===== src/rtl/sac_pkg.sv =====
// sac_pkg: constants, types and register map of the converter sequencer
// assumes a plain register port with one-cycle read latency
// Operation
// all-ones channel code disables module, no input connected
// code 01111 routes analog channel fifteen to the converter
// up to 28 inputs, chosen only by channel select field
// clock source: bus, bus halved, local async, alternate clock
// conversion clock is selected source divided by divider field
// alternate clock keeps running in wait mode
// software avoids alternate clock when converting in stop modes
// hardware trigger starts conversion on counter overflow
// trigger works whatever the counter interrupt enable holds
// counter triggers accepted in run, wait and shallow stop
// linear successive approximation resolving ten bits
// result right-justified unsigned, 10-bit or 8-bit
// single or continuous; single returns to idle itself
// conversion complete flag with interrupt request
// optional compare, less-than or greater-or-equal, interrupt on match
// sample time and speed/power set by software
// conversions proceed in wait and shallow stop modes
// software sets long sample, slow clock, bandgap before temperature
// reserved channel codes still convert, value undefined
// writing status_control_one aborts and restarts unless disabled; code restarts only while hardware trigger is off
// complete flag clears on status_control_one write or low read
// active flag sets at start, clears on completion or abort
// async domain results synchronised before updating flags
// after reset idle, not active, complete flag clear
package sac_pkg;
    // register offsets
    localparam logic [2:0] SAC_ADDR_SC1 = 3'h0; // status_control_one
    localparam logic [2:0] SAC_ADDR_SC2 = 3'h1;
    localparam logic [2:0] SAC_ADDR_RH = 3'h2;
    localparam logic [2:0] SAC_ADDR_RL = 3'h3; // result_low_byte
    localparam logic [2:0] SAC_ADDR_CVH = 3'h4;
    localparam logic [2:0] SAC_ADDR_CVL = 3'h5;
    localparam logic [2:0] SAC_ADDR_CFG = 3'h6;
    localparam logic [4:0] SAC_CH_OFF = 5'h1f;
    localparam logic [4:0] SAC_CH_FIFTEEN = 5'h0f;
    localparam int SAC_NCH = 28;
    localparam int SAC_RES_BITS = 10;
    localparam logic [3:0] SAC_BIT_TOP = 4'h9;
    localparam logic [4:0] SAC_SAMPLE_SHORT = 5'h03;
    localparam logic [4:0] SAC_SAMPLE_LONG = 5'h17;
    localparam logic [1:0] SAC_MODE_10 = 2'h2;
    localparam logic [7:0] SAC_SC1_RESET = 8'h1f;
    // clock sources
    localparam logic [1:0] SAC_CLK_BUS = 2'h0;
    localparam logic [1:0] SAC_CLK_BUS2 = 2'h1;
    localparam logic [1:0] SAC_CLK_ALT = 2'h2;
    localparam logic [1:0] SAC_CLK_ASYNC = 2'h3;

    typedef struct packed {
        logic [2:0] addr;
        logic [7:0] wdata;
        logic wr;
        logic rd;
    } sac_bus_t;

    typedef struct packed {
        logic [1:0] clk_sel;
        logic [1:0] div_sel;
        logic long_sample;
        logic low_power;
        logic [1:0] mode;
    } sac_cfg_t;

    typedef enum logic [1:0] {SAC_IDLE, SAC_SAMPLE, SAC_CONVERT} sac_state_t;
endpackage


===== src/rtl/sac_clkdiv.sv =====
// sac_clkdiv: conversion clock tick from the chosen source and divider
// assumes all sources are on ref_clk or raw pins from other clocks
`timescale 1ns/100ps
`default_nettype none
module sac_clkdiv
    import sac_pkg::*;
(
    // clock and reset
    input wire logic ref_clk,
    input wire logic rst_b,
    // selection
    input wire logic [1:0] clk_sel,
    input wire logic [1:0] div_sel,
    // raw source clocks from other domains
    input wire logic alternate_clock,
    input wire logic local_async_clock,
    // one-cycle tick of the conversion clock
    output logic tick
);
    typedef struct packed {
        logic [2:0] alt_s;
        logic [2:0] asy_s;
        logic half;
        logic [2:0] cnt;
        logic tick;
    } sac_div_t;
    sac_div_t st_reg, st_next;
    logic src_edge;

    // source edge per selection
    always_comb begin
        st_next = st_reg;
        st_next.alt_s = {st_reg.alt_s[1:0], alternate_clock};
        st_next.asy_s = {st_reg.asy_s[1:0], local_async_clock};
        st_next.half = ~st_reg.half;
        unique case (clk_sel)
            SAC_CLK_BUS: src_edge = 1'b1;
            SAC_CLK_BUS2: src_edge = st_reg.half;
            SAC_CLK_ALT: src_edge = st_reg.alt_s[1] & ~st_reg.alt_s[2];
            SAC_CLK_ASYNC: src_edge = st_reg.asy_s[1] & ~st_reg.asy_s[2];
        endcase
        // divide by 1,2,4,8
        st_next.tick = 1'b0;
        if (src_edge) begin
            st_next.cnt = st_reg.cnt + 3'h1;
            st_next.tick = ((st_reg.cnt & ((3'h1 << div_sel) - 3'h1)) ==
                ((3'h1 << div_sel) - 3'h1));
        end
    end

    // state register
    always_ff @(posedge ref_clk or negedge rst_b) begin
        if (!rst_b) begin
            st_reg <= '0;
        end else begin
            st_reg <= st_next;
        end
    end

    assign tick = st_reg.tick;
endmodule
`default_nettype wire


===== src/rtl/sac_top.sv =====
// sac_top: successive-approximation sequencer with register port
// assumes comparator input from analog core; trigger from counter block
//
// The plain strobed port and the placing of the registers were left to the implementer.
`timescale 1ns/100ps
`default_nettype none
module sac_top
    import sac_pkg::*;
(
    // clock and reset
    input wire logic ref_clk,
    input wire logic rst_b,
    // register port
    input wire sac_pkg::sac_bus_t bus_in,
    output logic [7:0] rdata,
    // clock sources and trigger
    input wire logic alternate_clock,
    input wire logic local_async_clock,
    input wire logic hardware_trigger,
    // analog core
    input wire logic cmp_in,
    output logic [SAC_RES_BITS-1:0] dac_code,
    output logic [4:0] mux_sel,
    output logic mux_en,
    output logic sample_en,
    // status
    output logic conv_irq,
    output logic conversion_active_flag
);
    import sac_pkg::*;

    typedef struct packed {
        sac_state_t fsm;
        logic [7:0] sc1;
        logic hw_en;
        logic cmp_en;
        logic cmp_ge;
        logic [9:0] cv;
        sac_cfg_t cfg;
        logic [9:0] result;
        logic [9:0] sar;
        logic [3:0] bitn;
        logic [4:0] scnt;
        logic conversion_complete_flag;
        logic active;
        logic [2:0] trg_s;
        logic [7:0] rdata;
        logic irq;
        logic [9:0] dac;
        logic mux_en;
        logic samp;
    } sac_st_t;
    sac_st_t st_reg, st_next;
    logic tick;
    logic [9:0] fmt;
    logic [9:0] trial;
    logic [9:0] fin;
    logic match;

    // conversion clock divider
    sac_clkdiv u_div (
        .ref_clk(ref_clk),
        .rst_b(rst_b),
        .clk_sel(st_reg.cfg.clk_sel),
        .div_sel(st_reg.cfg.div_sel),
        .alternate_clock(alternate_clock),
        .local_async_clock(local_async_clock),
        .tick(tick)
    );

    // next state
    always_comb begin
        st_next = st_reg;
        // trigger pin synchroniser, edge on stages 2 and 3
        st_next.trg_s = {st_reg.trg_s[1:0], hardware_trigger};
        trial = st_reg.sar | (10'h200 >> st_reg.bitn);
        // final code with the last trial bit, so compare sees the result
        fin = cmp_in ? trial : st_reg.sar;
        // result format, 8-bit mode drops two lsbs
        fmt = (st_reg.cfg.mode == SAC_MODE_10) ? fin :
            {2'h0, fin[9:2]};
        match = st_reg.cmp_ge ? (fmt >= st_reg.cv) : (fmt < st_reg.cv);
        st_next.rdata = 8'h00;

        // register reads, low byte read clears flag
        if (bus_in.rd) begin
            unique case (bus_in.addr)
                SAC_ADDR_SC1: st_next.rdata = {st_reg.conversion_complete_flag, st_reg.sc1[6:0]};
                SAC_ADDR_SC2: st_next.rdata = {st_reg.active, 1'b0,
                    st_reg.hw_en, st_reg.cmp_en, st_reg.cmp_ge, 3'h0};
                SAC_ADDR_RH: st_next.rdata = {6'h00, st_reg.result[9:8]};
                SAC_ADDR_RL: begin
                    st_next.rdata = st_reg.result[7:0];
                    st_next.conversion_complete_flag = 1'b0;
                end
                SAC_ADDR_CVH: st_next.rdata = {6'h00, st_reg.cv[9:8]};
                SAC_ADDR_CVL: st_next.rdata = st_reg.cv[7:0];
                SAC_ADDR_CFG: st_next.rdata = {st_reg.cfg.low_power,
                    st_reg.cfg.div_sel, st_reg.cfg.long_sample,
                    st_reg.cfg.mode, st_reg.cfg.clk_sel};
                default: st_next.rdata = 8'h00;
            endcase
        end

        // sequencer on conversion clock ticks
        if (tick) begin
            unique case (st_reg.fsm)
                SAC_IDLE: ;
                SAC_SAMPLE: begin
                    if (st_reg.scnt == 5'h00) begin
                        st_next.fsm = SAC_CONVERT;
                        st_next.samp = 1'b0;
                        st_next.bitn = 4'h0;
                        st_next.dac = 10'h200;
                    end else begin
                        st_next.scnt = st_reg.scnt - 5'h01;
                    end
                end
                SAC_CONVERT: begin
                    if (cmp_in) begin
                        st_next.sar = trial;
                    end
                    if (st_reg.bitn == SAC_BIT_TOP) begin
                        // finish: result and flag, then idle or repeat
                        st_next.sar = cmp_in ? trial : st_reg.sar;
                        st_next.active = 1'b0;
                        st_next.fsm = SAC_IDLE;
                        st_next.mux_en = 1'b0;
                        if (st_reg.sc1[5] && !st_reg.hw_en) begin
                            st_next.fsm = SAC_SAMPLE;
                            st_next.active = 1'b1;
                            st_next.mux_en = 1'b1;
                            st_next.samp = 1'b1;
                            st_next.scnt = st_reg.cfg.long_sample ?
                                SAC_SAMPLE_LONG : SAC_SAMPLE_SHORT;
                            st_next.sar = '0;
                        end
                    end else begin
                        st_next.bitn = st_reg.bitn + 4'h1;
                        st_next.dac = (cmp_in ? trial : st_reg.sar) |
                            (10'h100 >> st_reg.bitn);
                    end
                end
                default: st_next.fsm = SAC_IDLE;
            endcase
        end

        // completion writes result once sar is final, flag set when compare is off or matches
        if (st_reg.fsm == SAC_CONVERT && st_next.fsm != SAC_CONVERT) begin
            st_next.result = fmt;
            if (!st_reg.cmp_en || match) begin
                st_next.conversion_complete_flag = 1'b1; // set wins over read clear
            end
        end

        // hardware trigger on counter overflow
        if (st_reg.hw_en && st_reg.trg_s[1] && !st_reg.trg_s[2] &&
            st_reg.sc1[4:0] != SAC_CH_OFF && st_reg.fsm == SAC_IDLE) begin
            st_next.fsm = SAC_SAMPLE;
            st_next.active = 1'b1;
            st_next.mux_en = 1'b1;
            st_next.samp = 1'b1;
            st_next.sar = '0;
            st_next.scnt = st_reg.cfg.long_sample ?
                SAC_SAMPLE_LONG : SAC_SAMPLE_SHORT;
        end

        // register writes
        if (bus_in.wr) begin
            unique case (bus_in.addr)
                SAC_ADDR_SC1: begin
                    st_next.sc1 = bus_in.wdata;
                    st_next.conversion_complete_flag = 1'b0;
                    st_next.fsm = SAC_IDLE; // abort
                    st_next.active = 1'b0;
                    st_next.mux_en = 1'b0;
                    st_next.samp = 1'b0;
                    if (bus_in.wdata[4:0] != SAC_CH_OFF && !st_reg.hw_en) begin
                        // channel chosen only by field
                        st_next.fsm = SAC_SAMPLE;
                        st_next.active = 1'b1;
                        st_next.mux_en = 1'b1;
                        st_next.samp = 1'b1;
                        st_next.sar = '0;
                        st_next.scnt = st_reg.cfg.long_sample ?
                            SAC_SAMPLE_LONG : SAC_SAMPLE_SHORT;
                    end
                end
                SAC_ADDR_SC2: begin
                    st_next.hw_en = bus_in.wdata[5];
                    st_next.cmp_en = bus_in.wdata[4];
                    st_next.cmp_ge = bus_in.wdata[3];
                end
                SAC_ADDR_CVH: st_next.cv[9:8] = bus_in.wdata[1:0];
                SAC_ADDR_CVL: st_next.cv[7:0] = bus_in.wdata;
                SAC_ADDR_CFG: st_next.cfg = {bus_in.wdata[1:0],
                    bus_in.wdata[6:5], bus_in.wdata[4], bus_in.wdata[7],
                    bus_in.wdata[3:2]};
                default: ;
            endcase
        end
        st_next.irq = st_next.conversion_complete_flag & st_next.sc1[6];
    end

    // state register, reset to idle
    always_ff @(posedge ref_clk or negedge rst_b) begin
        if (!rst_b) begin
            st_reg <= '0;
            st_reg.sc1 <= SAC_SC1_RESET;
            st_reg.fsm <= SAC_IDLE;
        end else begin
            st_reg <= st_next;
        end
    end

    // outputs from registers
    assign rdata = st_reg.rdata;
    assign dac_code = st_reg.dac;
    assign mux_sel = st_reg.sc1[4:0];
    assign mux_en = st_reg.mux_en;
    assign sample_en = st_reg.samp;
    assign conv_irq = st_reg.irq;
    assign conversion_active_flag = st_reg.active;
endmodule
`default_nettype wire


===== config.mk =====
export PLATFORM = sky130hd
export DESIGN_NAME = sac_top
export DESIGN_NICKNAME = d
export VERILOG_FILES = /design/src/rtl/sac_pkg.sv /design/src/rtl/sac_clkdiv.sv /design/src/rtl/sac_top.sv
export SDC_FILE = /design/constraint.sdc
export NUM_CORES = 1
export LEC_CHECK = 0
export CAP_MARGIN = 25
export CELL_PAD_IN_SITES_DETAIL_PLACEMENT = 2
export CELL_PAD_IN_SITES_GLOBAL_PLACEMENT = 2
export CORE_MARGIN = 2
export CORE_UTILIZATION = 45
export DETAILED_ROUTE_END_ITERATION = 6
export DONT_BUFFER_PORTS = 1
export GPL_ROUTABILITY_DRIVEN = 0
export PLACE_DENSITY = 0.84
export SLEW_MARGIN = 10
export SYNTH_ARGS = -nofsm -noshare
export SYNTH_HDL_FRONTEND = slang
export SYNTH_SLANG_ARGS = --single-unit

===== constraint.sdc =====
create_clock -name ref_clk -period 4.7 [get_ports ref_clk]
set_clock_uncertainty 0.15 [all_clocks]
set_input_delay 0.235 -clock ref_clk [delete_from_list [all_inputs] [get_ports ref_clk]]
set_output_delay 0.235 -clock ref_clk [all_outputs]
set_load 0.01 [all_outputs]

==> flow_summary.json, run 1 <==
{
  "status": "completed",
  "largest_register_ffs": 56,
  "max-vdd-ir-drop_uv": 263.4,
  "die_x_um": 110.5,
  "fin_area_sq_um": 5527,
  "die_area_sq_um": 12210,
  "coreArea_sq_um": 10940,
  "dpl-instance-area_sq_um": 5017,
  "hp-start": "bus_in[11]",
  "hold_path_class": "in -> reg",
  "drc": 0,
  "ant_nets": 0,
  "ys.warnings.count": 0,
  "initialDrtViolationCount": 225,
  "ioPinCount": 46,
  "multi_input_area_sq_um": 2321,
  "p_leak_nw": 2.487,
  "worst-slew-pin-transition_ns": 0.8643,
  "cts_buffers": 9,
  "cts.htree.levels": 3,
  "vias": 3794,
  "dp.cells": 594,
  "clk_latency_ns": 0.36,
  "arrival_ns": 3.49,
  "finalSetupViolCount": 0,
  "syn_area_sq_um": 5102,
  "cts_tree": "built",
  "whs_ns": 0.009769,
  "grt_max_degree": 97,
  "holdPathStages": 3,
  "power.total_mw": 2.808,
  "crit_type": "reg -> reg",
  "hpwl_um": 10370,
  "fin_crit_sh": 0.7180,
  "wl_per_cell_um": 24.31,
  "timing_hold_violations_final": 0,
  "clock_path_buffers": 2,
  "final_common_cell": "dfrtp_1",
  "powerDensity_nw_per_um2": 508.1,
  "synth.avg_cell_area_sq_um": 10.27,
  "rows": 38,
  "reg2reg_to": "st_reg[25]",
  "cp-end-kind": "flop",
  "diodes": 0,
  "clockRootBuffer": "clkbuf_16",
  "maxSlewHeadroom": 0.4238,
  "synth_top_flop_cell": "dfrtp_1",
  "max_freq_ghz": 0.2963,
  "io_buffers": 0,
  "synth_edf_count": 0,
  "worstPathRequired_ns": 4.81,
  "instances_no_fill": 627,
  "routed_wirelength_um": 15240,
  "maxCapViolations": 0,
  "start_kind": "flop",
  "gr-total-overflow": 0,
  "grt_pass1_wl_um": 24780,
  "seq_area_sq_um": 2409,
  "fin_crit_ns": 3.375,
  "numClockSinks": 96,
  "r2r-start": "st_reg[31]",
  "track_usage": 0.2606,
  "grt_pass1_vias": 4394,
  "die_y_um": 110.5,
  "postCtsSetupBuffers": 0,
  "slew_viol_final": 0,
  "min_to": "rdata[0]",
  "clk_pin_slew_worst_paths_ns": 0.07,
  "reg2regPathDepth": 10,
  "grt_setup_unrepaired": "no",
  "syn-num-nets": 538,
  "cp_max_fo": 6,
  "areaGrowthSynthToFinish_pct": 8.313,
  "drtPass1Iterations": 5,
  "layout-drive-gt1-share": 0.1561,
  "fill_cells": 1089,
  "antenna_found_initial": 0,
  "synthDistinctLibCells": 57,
  "finalSetupTns_ns": 0,
  "layout_common_cells": "dfrtp_1 (91), nand2_1 (56), mux2_2 (42)",
  "num-nets-final": 523,
  "syn-instance-count": 497,
  "initial_utilization": 0.4666,
  "vias_per_cell": 6.051,
  "synth_seq_cells": 96,
  "ys_seq_area_frac": 0.4720,
  "async_flop_share": 1.000,
  "r2r_setup_slack_ns": 1.33
}
==> timing repair <==
action | 4_1_cts | 5_1_grt
hold buffers | 16 | 0
gates resized for setup | 0 | 0
endpoints found under the hold margin | 136 | 0
setup endpoints to repair | 0 | 0
==> area by class of cell <==
class	count	area share
Sequential cell	96	0.4358
Multi-Input combinational cell	330	0.4200
Clock buffer	10	0.04143
Timing Repair Buffer	19	0.03690
Tap cell	140	0.03170
Inverter	26	0.01766
Clock inverter	6	0.01653
==> worst max-delay path: stages, from the launching register on <==
cell and delay, ns:
dfrtp_1 0.46, inv_1 0.11, ha_1 0.30, a31oi_1 0.54, mux2i_1 0.24, ha_1 0.32
nand3_1 0.11, nor2_1 0.05, a221o_1 0.37, o311a_1 0.36, a211oi_1 0.26
==> power breakdown <==
group	internal [mW]	switching [mW]
clock	0.472	0.344
combinational	0.324	0.477
sequential	0.996	0.196
total	1.79	1.02
==> logic make-up (layout without fill, tap and decap cells) <==
| group | count (synthesis) | count (layout) | synth area share |
|---|---|---|---|
| and+or+nand+nor | 150 | 150 | 0.1471 |
| adders and majority gates | 22 | 22 | 0.05395 |
| xor gates and xnor gates | 2 | 2 | 0.003434 |
| muxes | 50 | 50 | 0.1084 |
| AOI/OAI and AO/OA | 106 | 106 | 0.1395 |
| buffers and inverters | 71 | 61 | 0.07553 |
| DFF | 96 | 96 | 0.4720 |
==> layer usage <==
metal | GRT usage | routed length [um] | part of all wire
met1 | 0.3094 | 6354 | 0.42
met2 | 0.4634 | 7936 | 0.52
met3 | 0.04610 | 514 | 0.034
met4 | 0.1108 | 435 | 0.029
met5 | 0 | 0 | 0
==> per-stage QoR <==
stage,utilization,setup slack (ns)
floorplan,-,1.904
global placement,0.4588,1.560
detailed placement,0.4588,1.413
CTS,0.5043,1.353
global route,0.5054,1.129
finish,0.5054,1.325
==> cells in the mapped netlist (5+ instances only) <==
cell      instances  share of area
nor2b_1          11          0.013
o21ai_0          26          0.026
nand3_1          10         0.0098
a221oi_1          6          0.010
nor3_1           12          0.012
ha_1             22          0.054
a31oi_1          13          0.016
a22oi_1           7          0.010
nor2_1           29          0.021
clkbuf_1         18          0.013
mux2i_1           8          0.016
nand2_1          56          0.041
dfstp_2           5          0.026
inv_1            26          0.019
a21oi_1          17          0.017
buf_4            23          0.034
dfrtp_1          91           0.45
a211oi_1         12          0.018
and2_1            6         0.0074
mux2_2           42          0.093
==> worst max-delay path by stage <==
stage | from | to | slack [ns] | cells after the start
global placement | st_reg[31] | conv_irq | 1.56 | 10
finish | st_reg[31] | st_reg[25] | 1.33 | 10
global route | st_reg[33] | st_reg[25] | 1.13 | 9
floorplan | st_reg[34] | st_reg[25] | 1.90 | 10
detailed placement | st_reg[31] | conv_irq | 1.41 | 10
CTS | st_reg[31] | conv_irq | 1.35 | 10
No activity file was read; power rests on OpenSTA's default activity.
==> run 2: changes to the inputs <==
--- a/config.mk
+++ b/config.mk
@@ -9,11 +9,11 @@
 export CELL_PAD_IN_SITES_DETAIL_PLACEMENT = 2
 export CELL_PAD_IN_SITES_GLOBAL_PLACEMENT = 2
 export CORE_MARGIN = 2
-export CORE_UTILIZATION = 45
+export CORE_UTILIZATION = 41
 export DETAILED_ROUTE_END_ITERATION = 6
 export DONT_BUFFER_PORTS = 1
 export GPL_ROUTABILITY_DRIVEN = 0
-export PLACE_DENSITY = 0.84
+export PLACE_DENSITY = 0.78
 export SLEW_MARGIN = 10
 export SYNTH_ARGS = -nofsm -noshare
 export SYNTH_HDL_FRONTEND = slang
==> constraint.sdc (replaced) <==
create_clock -name ref_clk -period 3.5 [get_ports ref_clk]
set_clock_uncertainty 0.15 [all_clocks]
set_input_delay 0.175 -clock ref_clk [delete_from_list [all_inputs] [get_ports ref_clk]]
set_output_delay 0.175 -clock ref_clk [all_outputs]
set_load 0.01 [all_outputs]
==> flow_summary.json, run 2 (synthesis gave the netlist of run 1 again) <==
{
  "crit_type": "reg -> reg",
  "worst-slew-pin-transition_ns": 0.6882,
  "initial_utilization": 0.4230,
  "reg2regPathDepth": 9,
  "diodes": 0,
  "vias": 3732,
  "start_kind": "flop",
  "arrival_ns": 3.37,
  "initialDrtViolationCount": 133,
  "p_seq_frac": 0.434,
  "p_leak_nw": 2.495,
  "maxSlewHeadroom": 0.5403,
  "antenna_found_initial": 0,
  "drc": 0,
  "numClockSinks": 96,
  "hpwl_um": 10050,
  "pwr-share-comb": 0.285,
  "ioPinCount": 46,
  "p_switching_mw": 1.342,
  "whs_ns": 0.005689,
  "hold_path_class": "in -> reg",
  "die_y_um": 115.6,
  "coreArea_sq_um": 12060,
  "wl_per_cell_um": 21.95,
  "num-nets-final": 527,
  "gr-total-overflow": 0,
  "timing_hold_violations_final": 0,
  "clk_latency_ns": 0.36,
  "rows": 40,
  "cp-end-kind": "flop",
  "clk_pin_slew_worst_paths_ns": 0.07,
  "clock_path_buffers": 2,
  "power.total_mw": 3.680,
  "holdPathStages": 2,
  "die_x_um": 115.6,
  "layout_common_cells": "dfrtp_1 (91), nand2_1 (56), mux2_2 (42)",
  "finalSetupTns_ns": 0,
  "max_stage_delay_ns": 0.50,
  "vias_per_cell": 5.663,
  "cpMaxStageDelayCell": "dfrtp_1",
  "max_freq_ghz": 0.3074,
  "path_depth": 9,
  "crit_buf_inv": 0,
  "path_cells": "nor2b_1, a31oi_1, mux2i_1, ha_1, a21oi_1, o21ai_0, a221o_1, o311a_1, a211oi_1",
  "postCtsSetupBuffers": 0,
  "clockRootBuffer": "clkbuf_16",
  "status": "completed",
  "utilization": 0.4634,
  "grt_pass1_wl_um": 23430,
  "cts.htree.levels": 3,
  "cts_buffers": 9,
  "post-place-ws_ns": 0.2218,
  "p_int_mw": 2.338,
  "final_common_cell": "dfrtp_1",
  "grt_max_degree": 97,
  "fin_ws_ns": 0.2467,
  "fin_crit_sh": 0.9295,
  "layout-drive-gt1-share": 0.1690,
  "io_buffers": 0,
  "cp_max_fo": 9,
  "die_area_sq_um": 13350,
  "slew_viol_final": 0,
  "grt_setup_unrepaired": "no",
  "worstPathRequired_ns": 3.62,
  "track_usage": 0.2338,
  "cts_tree": "built",
  "fin_crit_ns": 3.253,
  "grt_pass1_vias": 4191,
  "finalSetupViolCount": 0,
  "routed_wirelength_um": 14470,
  "switching_share": 0.3646,
  "areaGrowthSynthToFinish_pct": 9.539,
  "maxCapViolations": 0,
  "max-vdd-ir-drop_uv": 419.1,
  "ant_nets": 0,
  "drtPass1Iterations": 4,
  "powerDensity_nw_per_um2": 658.3,
  "largest_register_ffs": 56,
  "clkPwrFrac": 0.281,
  "cp_top_family": "compound AO/OA/AOI/OAI gates"
}
[run 2: what timing repair did]
action,in CTS,in global routing
hold buffers,17,0
gates resized for setup,0,3
endpoints found under the hold margin,136,0
setup endpoints to repair,0,1
[run 2: layout make-up]
class                      instances  area, sq um
clock buffer                       9        225.2
clock inverter                     7        77.57
fill                            1242         6472
inverter                          26        97.59
multi-input combinational        330         2337
sequential                        96         2409
tap                              168        210.2
timing repair buffer              23        232.7
[run 2: power groups by stage]
stage	clock network (mW)	registers [mW]	logic (mW)
4_1_cts	1.06	1.60	1.06
3_5_place_dp	0	1.62	0.998
5_1_grt	1.10	1.63	1.18
6_report	1.03	1.60	1.05
2_1_floorplan	0	1.48	0.878
3_3_place_gp	0	1.60	0.936
[run 2: path summary, 6_finish.rpt]
check                            startpoint     endpoint  slack [ns]
worst min-delay path                 cmp_in   st_reg[40]       0.006
worst max register to register   st_reg[33]     conv_irq        0.25
max in group asynchronous             rst_b   mux_sel[4]        2.55
min in group asynchronous             rst_b   st_reg[27]        0.24
worst min register to register  st_next[22]  st_next[23]        0.20
worst max-delay path             st_reg[33]     conv_irq        0.25
[run 2: stage by stage]
stage	cell area [sq um]	instances
detailed placement	5082	626
finish	5589	659
global placement	5082	626
floorplan	5102	497
global route	5589	659
CTS	5573	659
[run 2: routing by layer]
| metal | vias up | part of all wire | GRT usage |
|---|---|---|---|
| li1 | 1712 | - | - |
| met1 | 1928 | 0.44 | 0.2899 |
| met2 | 76 | 0.51 | 0.4062 |
| met3 | 16 | 0.034 | 0.04184 |
| met4 | 0 | 0.020 | 0.08996 |
| met5 | - | 0 | 0 |
==> run 3: changes to the inputs <==
--- a/config.mk
+++ b/config.mk
@@ -9,11 +9,11 @@
 export CELL_PAD_IN_SITES_DETAIL_PLACEMENT = 2
 export CELL_PAD_IN_SITES_GLOBAL_PLACEMENT = 2
 export CORE_MARGIN = 2
-export CORE_UTILIZATION = 41
+export CORE_UTILIZATION = 37
 export DETAILED_ROUTE_END_ITERATION = 6
 export DONT_BUFFER_PORTS = 1
 export GPL_ROUTABILITY_DRIVEN = 0
-export PLACE_DENSITY = 0.78
+export PLACE_DENSITY = 0.74
 export SLEW_MARGIN = 10
 export SYNTH_ARGS = -nofsm -noshare
 export SYNTH_HDL_FRONTEND = slang
==> constraint.sdc (replaced) <==
create_clock -name ref_clk -period 2.85 [get_ports ref_clk]
set_clock_uncertainty 0.15 [all_clocks]
set_input_delay 0.1425 -clock ref_clk [delete_from_list [all_inputs] [get_ports ref_clk]]
set_output_delay 0.1425 -clock ref_clk [all_outputs]
set_load 0.01 [all_outputs]
==> flow_summary.json, run 3 (synthesis gave the netlist of run 1 again) <==
{
  "switching_share": 0.3683,
  "p_leak_nw": 2.702,
  "largest_register_ffs": 56,
  "num-nets-final": 572,
  "p_seq_frac": 0.415,
  "cts_buffers": 9,
  "vias": 4026,
  "hpwl_um": 10940,
  "gr-total-overflow": 0,
  "min_to": "rdata[0]",
  "die_y_um": 121.4,
  "clk_latency_ns": 0.36,
  "cp-end-kind": "flop",
  "worst-slew-pin-transition_ns": 0.8442,
  "io_buffers": 0,
  "routed_wirelength_um": 16780,
  "powerDensity_nw_per_um2": 767.5,
  "layout-drive-gt1-share": 0.2799,
  "track_usage": 0.2397,
  "initialDrtViolationCount": 191,
  "clk_pin_slew_worst_paths_ns": 0.07,
  "status": "finished, violations left",
  "r2r-start": "st_reg[31]",
  "drtPass1Iterations": 4,
  "power.total_mw": 4.747,
  "pwr-share-comb": 0.319,
  "die_area_sq_um": 14750,
  "initial_utilization": 0.3823,
  "dpl-instance-area_sq_um": 5265,
  "hp-start": "bus_in[12]",
  "fin_crit_sh": 1.013,
  "reg2regPathDepth": 11,
  "ant_nets": 0,
  "clockRootBuffer": "clkbuf_16",
  "crit_type": "reg -> reg",
  "grt_setup_unrepaired": "yes",
  "holdPathStages": 4,
  "fin_area_sq_um": 6186,
  "vias_per_cell": 5.654,
  "rows": 42,
  "fin_ws_ns": -0.03618,
  "clkPwrFrac": 0.266,
  "max-vdd-ir-drop_uv": 342.4,
  "reg2reg_to": "conv_irq",
  "r2r_setup_slack_ns": -0.04,
  "fin_crit_ns": 2.886,
  "areaGrowthSynthToFinish_pct": 21.24,
  "clock_path_buffers": 2,
  "instances_no_fill": 712,
  "hold_path_class": "in -> reg",
  "finalSetupTns_ns": -0.04049,
  "ioPinCount": 46,
  "layout_common_cells": "dfrtp_1 (87), nand2_1 (56), mux2_2 (42)",
  "start_kind": "flop",
  "grt_pass1_vias": 4542,
  "coreArea_sq_um": 13350,
  "grt_max_degree": 97,
  "grt_pass1_wl_um": 26560,
  "maxSlewHeadroom": 0.4357,
  "numClockSinks": 96,
  "diodes": 0,
  "arrival_ns": 3.01,
  "p_int_mw": 2.999,
  "wl_per_cell_um": 23.56,
  "die_x_um": 121.4,
  "antenna_found_initial": 0,
  "cts_tree": "built",
  "p_switching_mw": 1.749,
  "slew_viol_final": 0,
  "whs_ns": 0.008006,
  "max_freq_ghz": 0.3465,
  "final_common_cell": "dfrtp_1",
  "cp_max_fo": 4,
  "finalSetupViolCount": 2,
  "violations": "negative setup slack",
  "worstPathRequired_ns": 2.97,
  "maxCapViolations": 0,
  "timing_hold_violations_final": 0,
  "drc": 0,
  "cts.htree.levels": 3,
  "dp.cells": 657
}
-- run 3: per-stage QoR --
stage | utilization | setup WS [ns]
2_1_floorplan | - | 0.05390
3_3_place_gp | 0.3945 | -0.03218
3_5_place_dp | 0.3945 | -0.3190
4_1_cts | 0.4545 | -0.004338
5_1_grt | 0.4634 | -0.07636
6_report | 0.4634 | -0.03618
-- run 3: cell type report --
cell class                 instances  area, sq um
inverter                          26        100.1
multi-input combinational        330         2559
fill                            1380         7162
clock inverter                     6        68.82
clock buffer                      10        229.0
tap                              176        220.2
timing repair buffer              68        595.6
sequential                        96         2414
-- run 3: worst max-delay path by stage --
| stage | cells past startpoint | endpoint | from |
|---|---|---|---|
| CTS | 10 | conv_irq | st_reg[31] |
| detailed placement | 10 | conv_irq | st_reg[31] |
| floorplan | 10 | st_reg[25] | st_reg[34] |
| finish | 11 | conv_irq | st_reg[31] |
| global placement | 10 | conv_irq | st_reg[31] |
| global route | 11 | conv_irq | st_reg[31] |
-- run 3: routing by layer --
| metal | global-route usage | part of all wire |
|---|---|---|
| met1 | 0.2984 | 0.43 |
| met4 | 0.09052 | 0.025 |
| met5 | 0 | 0 |
| met3 | 0.03430 | 0.029 |
| met2 | 0.4199 | 0.51 |
-- run 3: worst max-delay path, cell delays in order (launching register included) --
cell and delay [ns]:
dfrtp_2 0.48, ha_4 0.19, buf_4 0.13, ha_1 0.21, a21oi_2 0.19, mux2i_2 0.12, ha_1 0.21, a21oi_1 0.15
o21ai_1 0.07, a221o_1 0.36, o311a_1 0.34, a211oi_2 0.20
-- run 3: power by group through the flow --
stage               sequential (mW)  clock, mW  combinational [mW]
floorplan                      1.82          0                1.08
global placement               1.96          0                1.22
detailed placement             1.98          0                1.30
CTS                            1.97       1.28                1.47
global route                   2.01       1.33                1.68
finish                         1.97       1.26                1.51
-- run 3: timing repair --
item,CTS,global route
endpoints found under the hold margin,137,0
setup endpoints to repair,2,2
hold buffers,27,0
resized for setup,39,14
pin swaps,11,6
buffers inserted,6,6
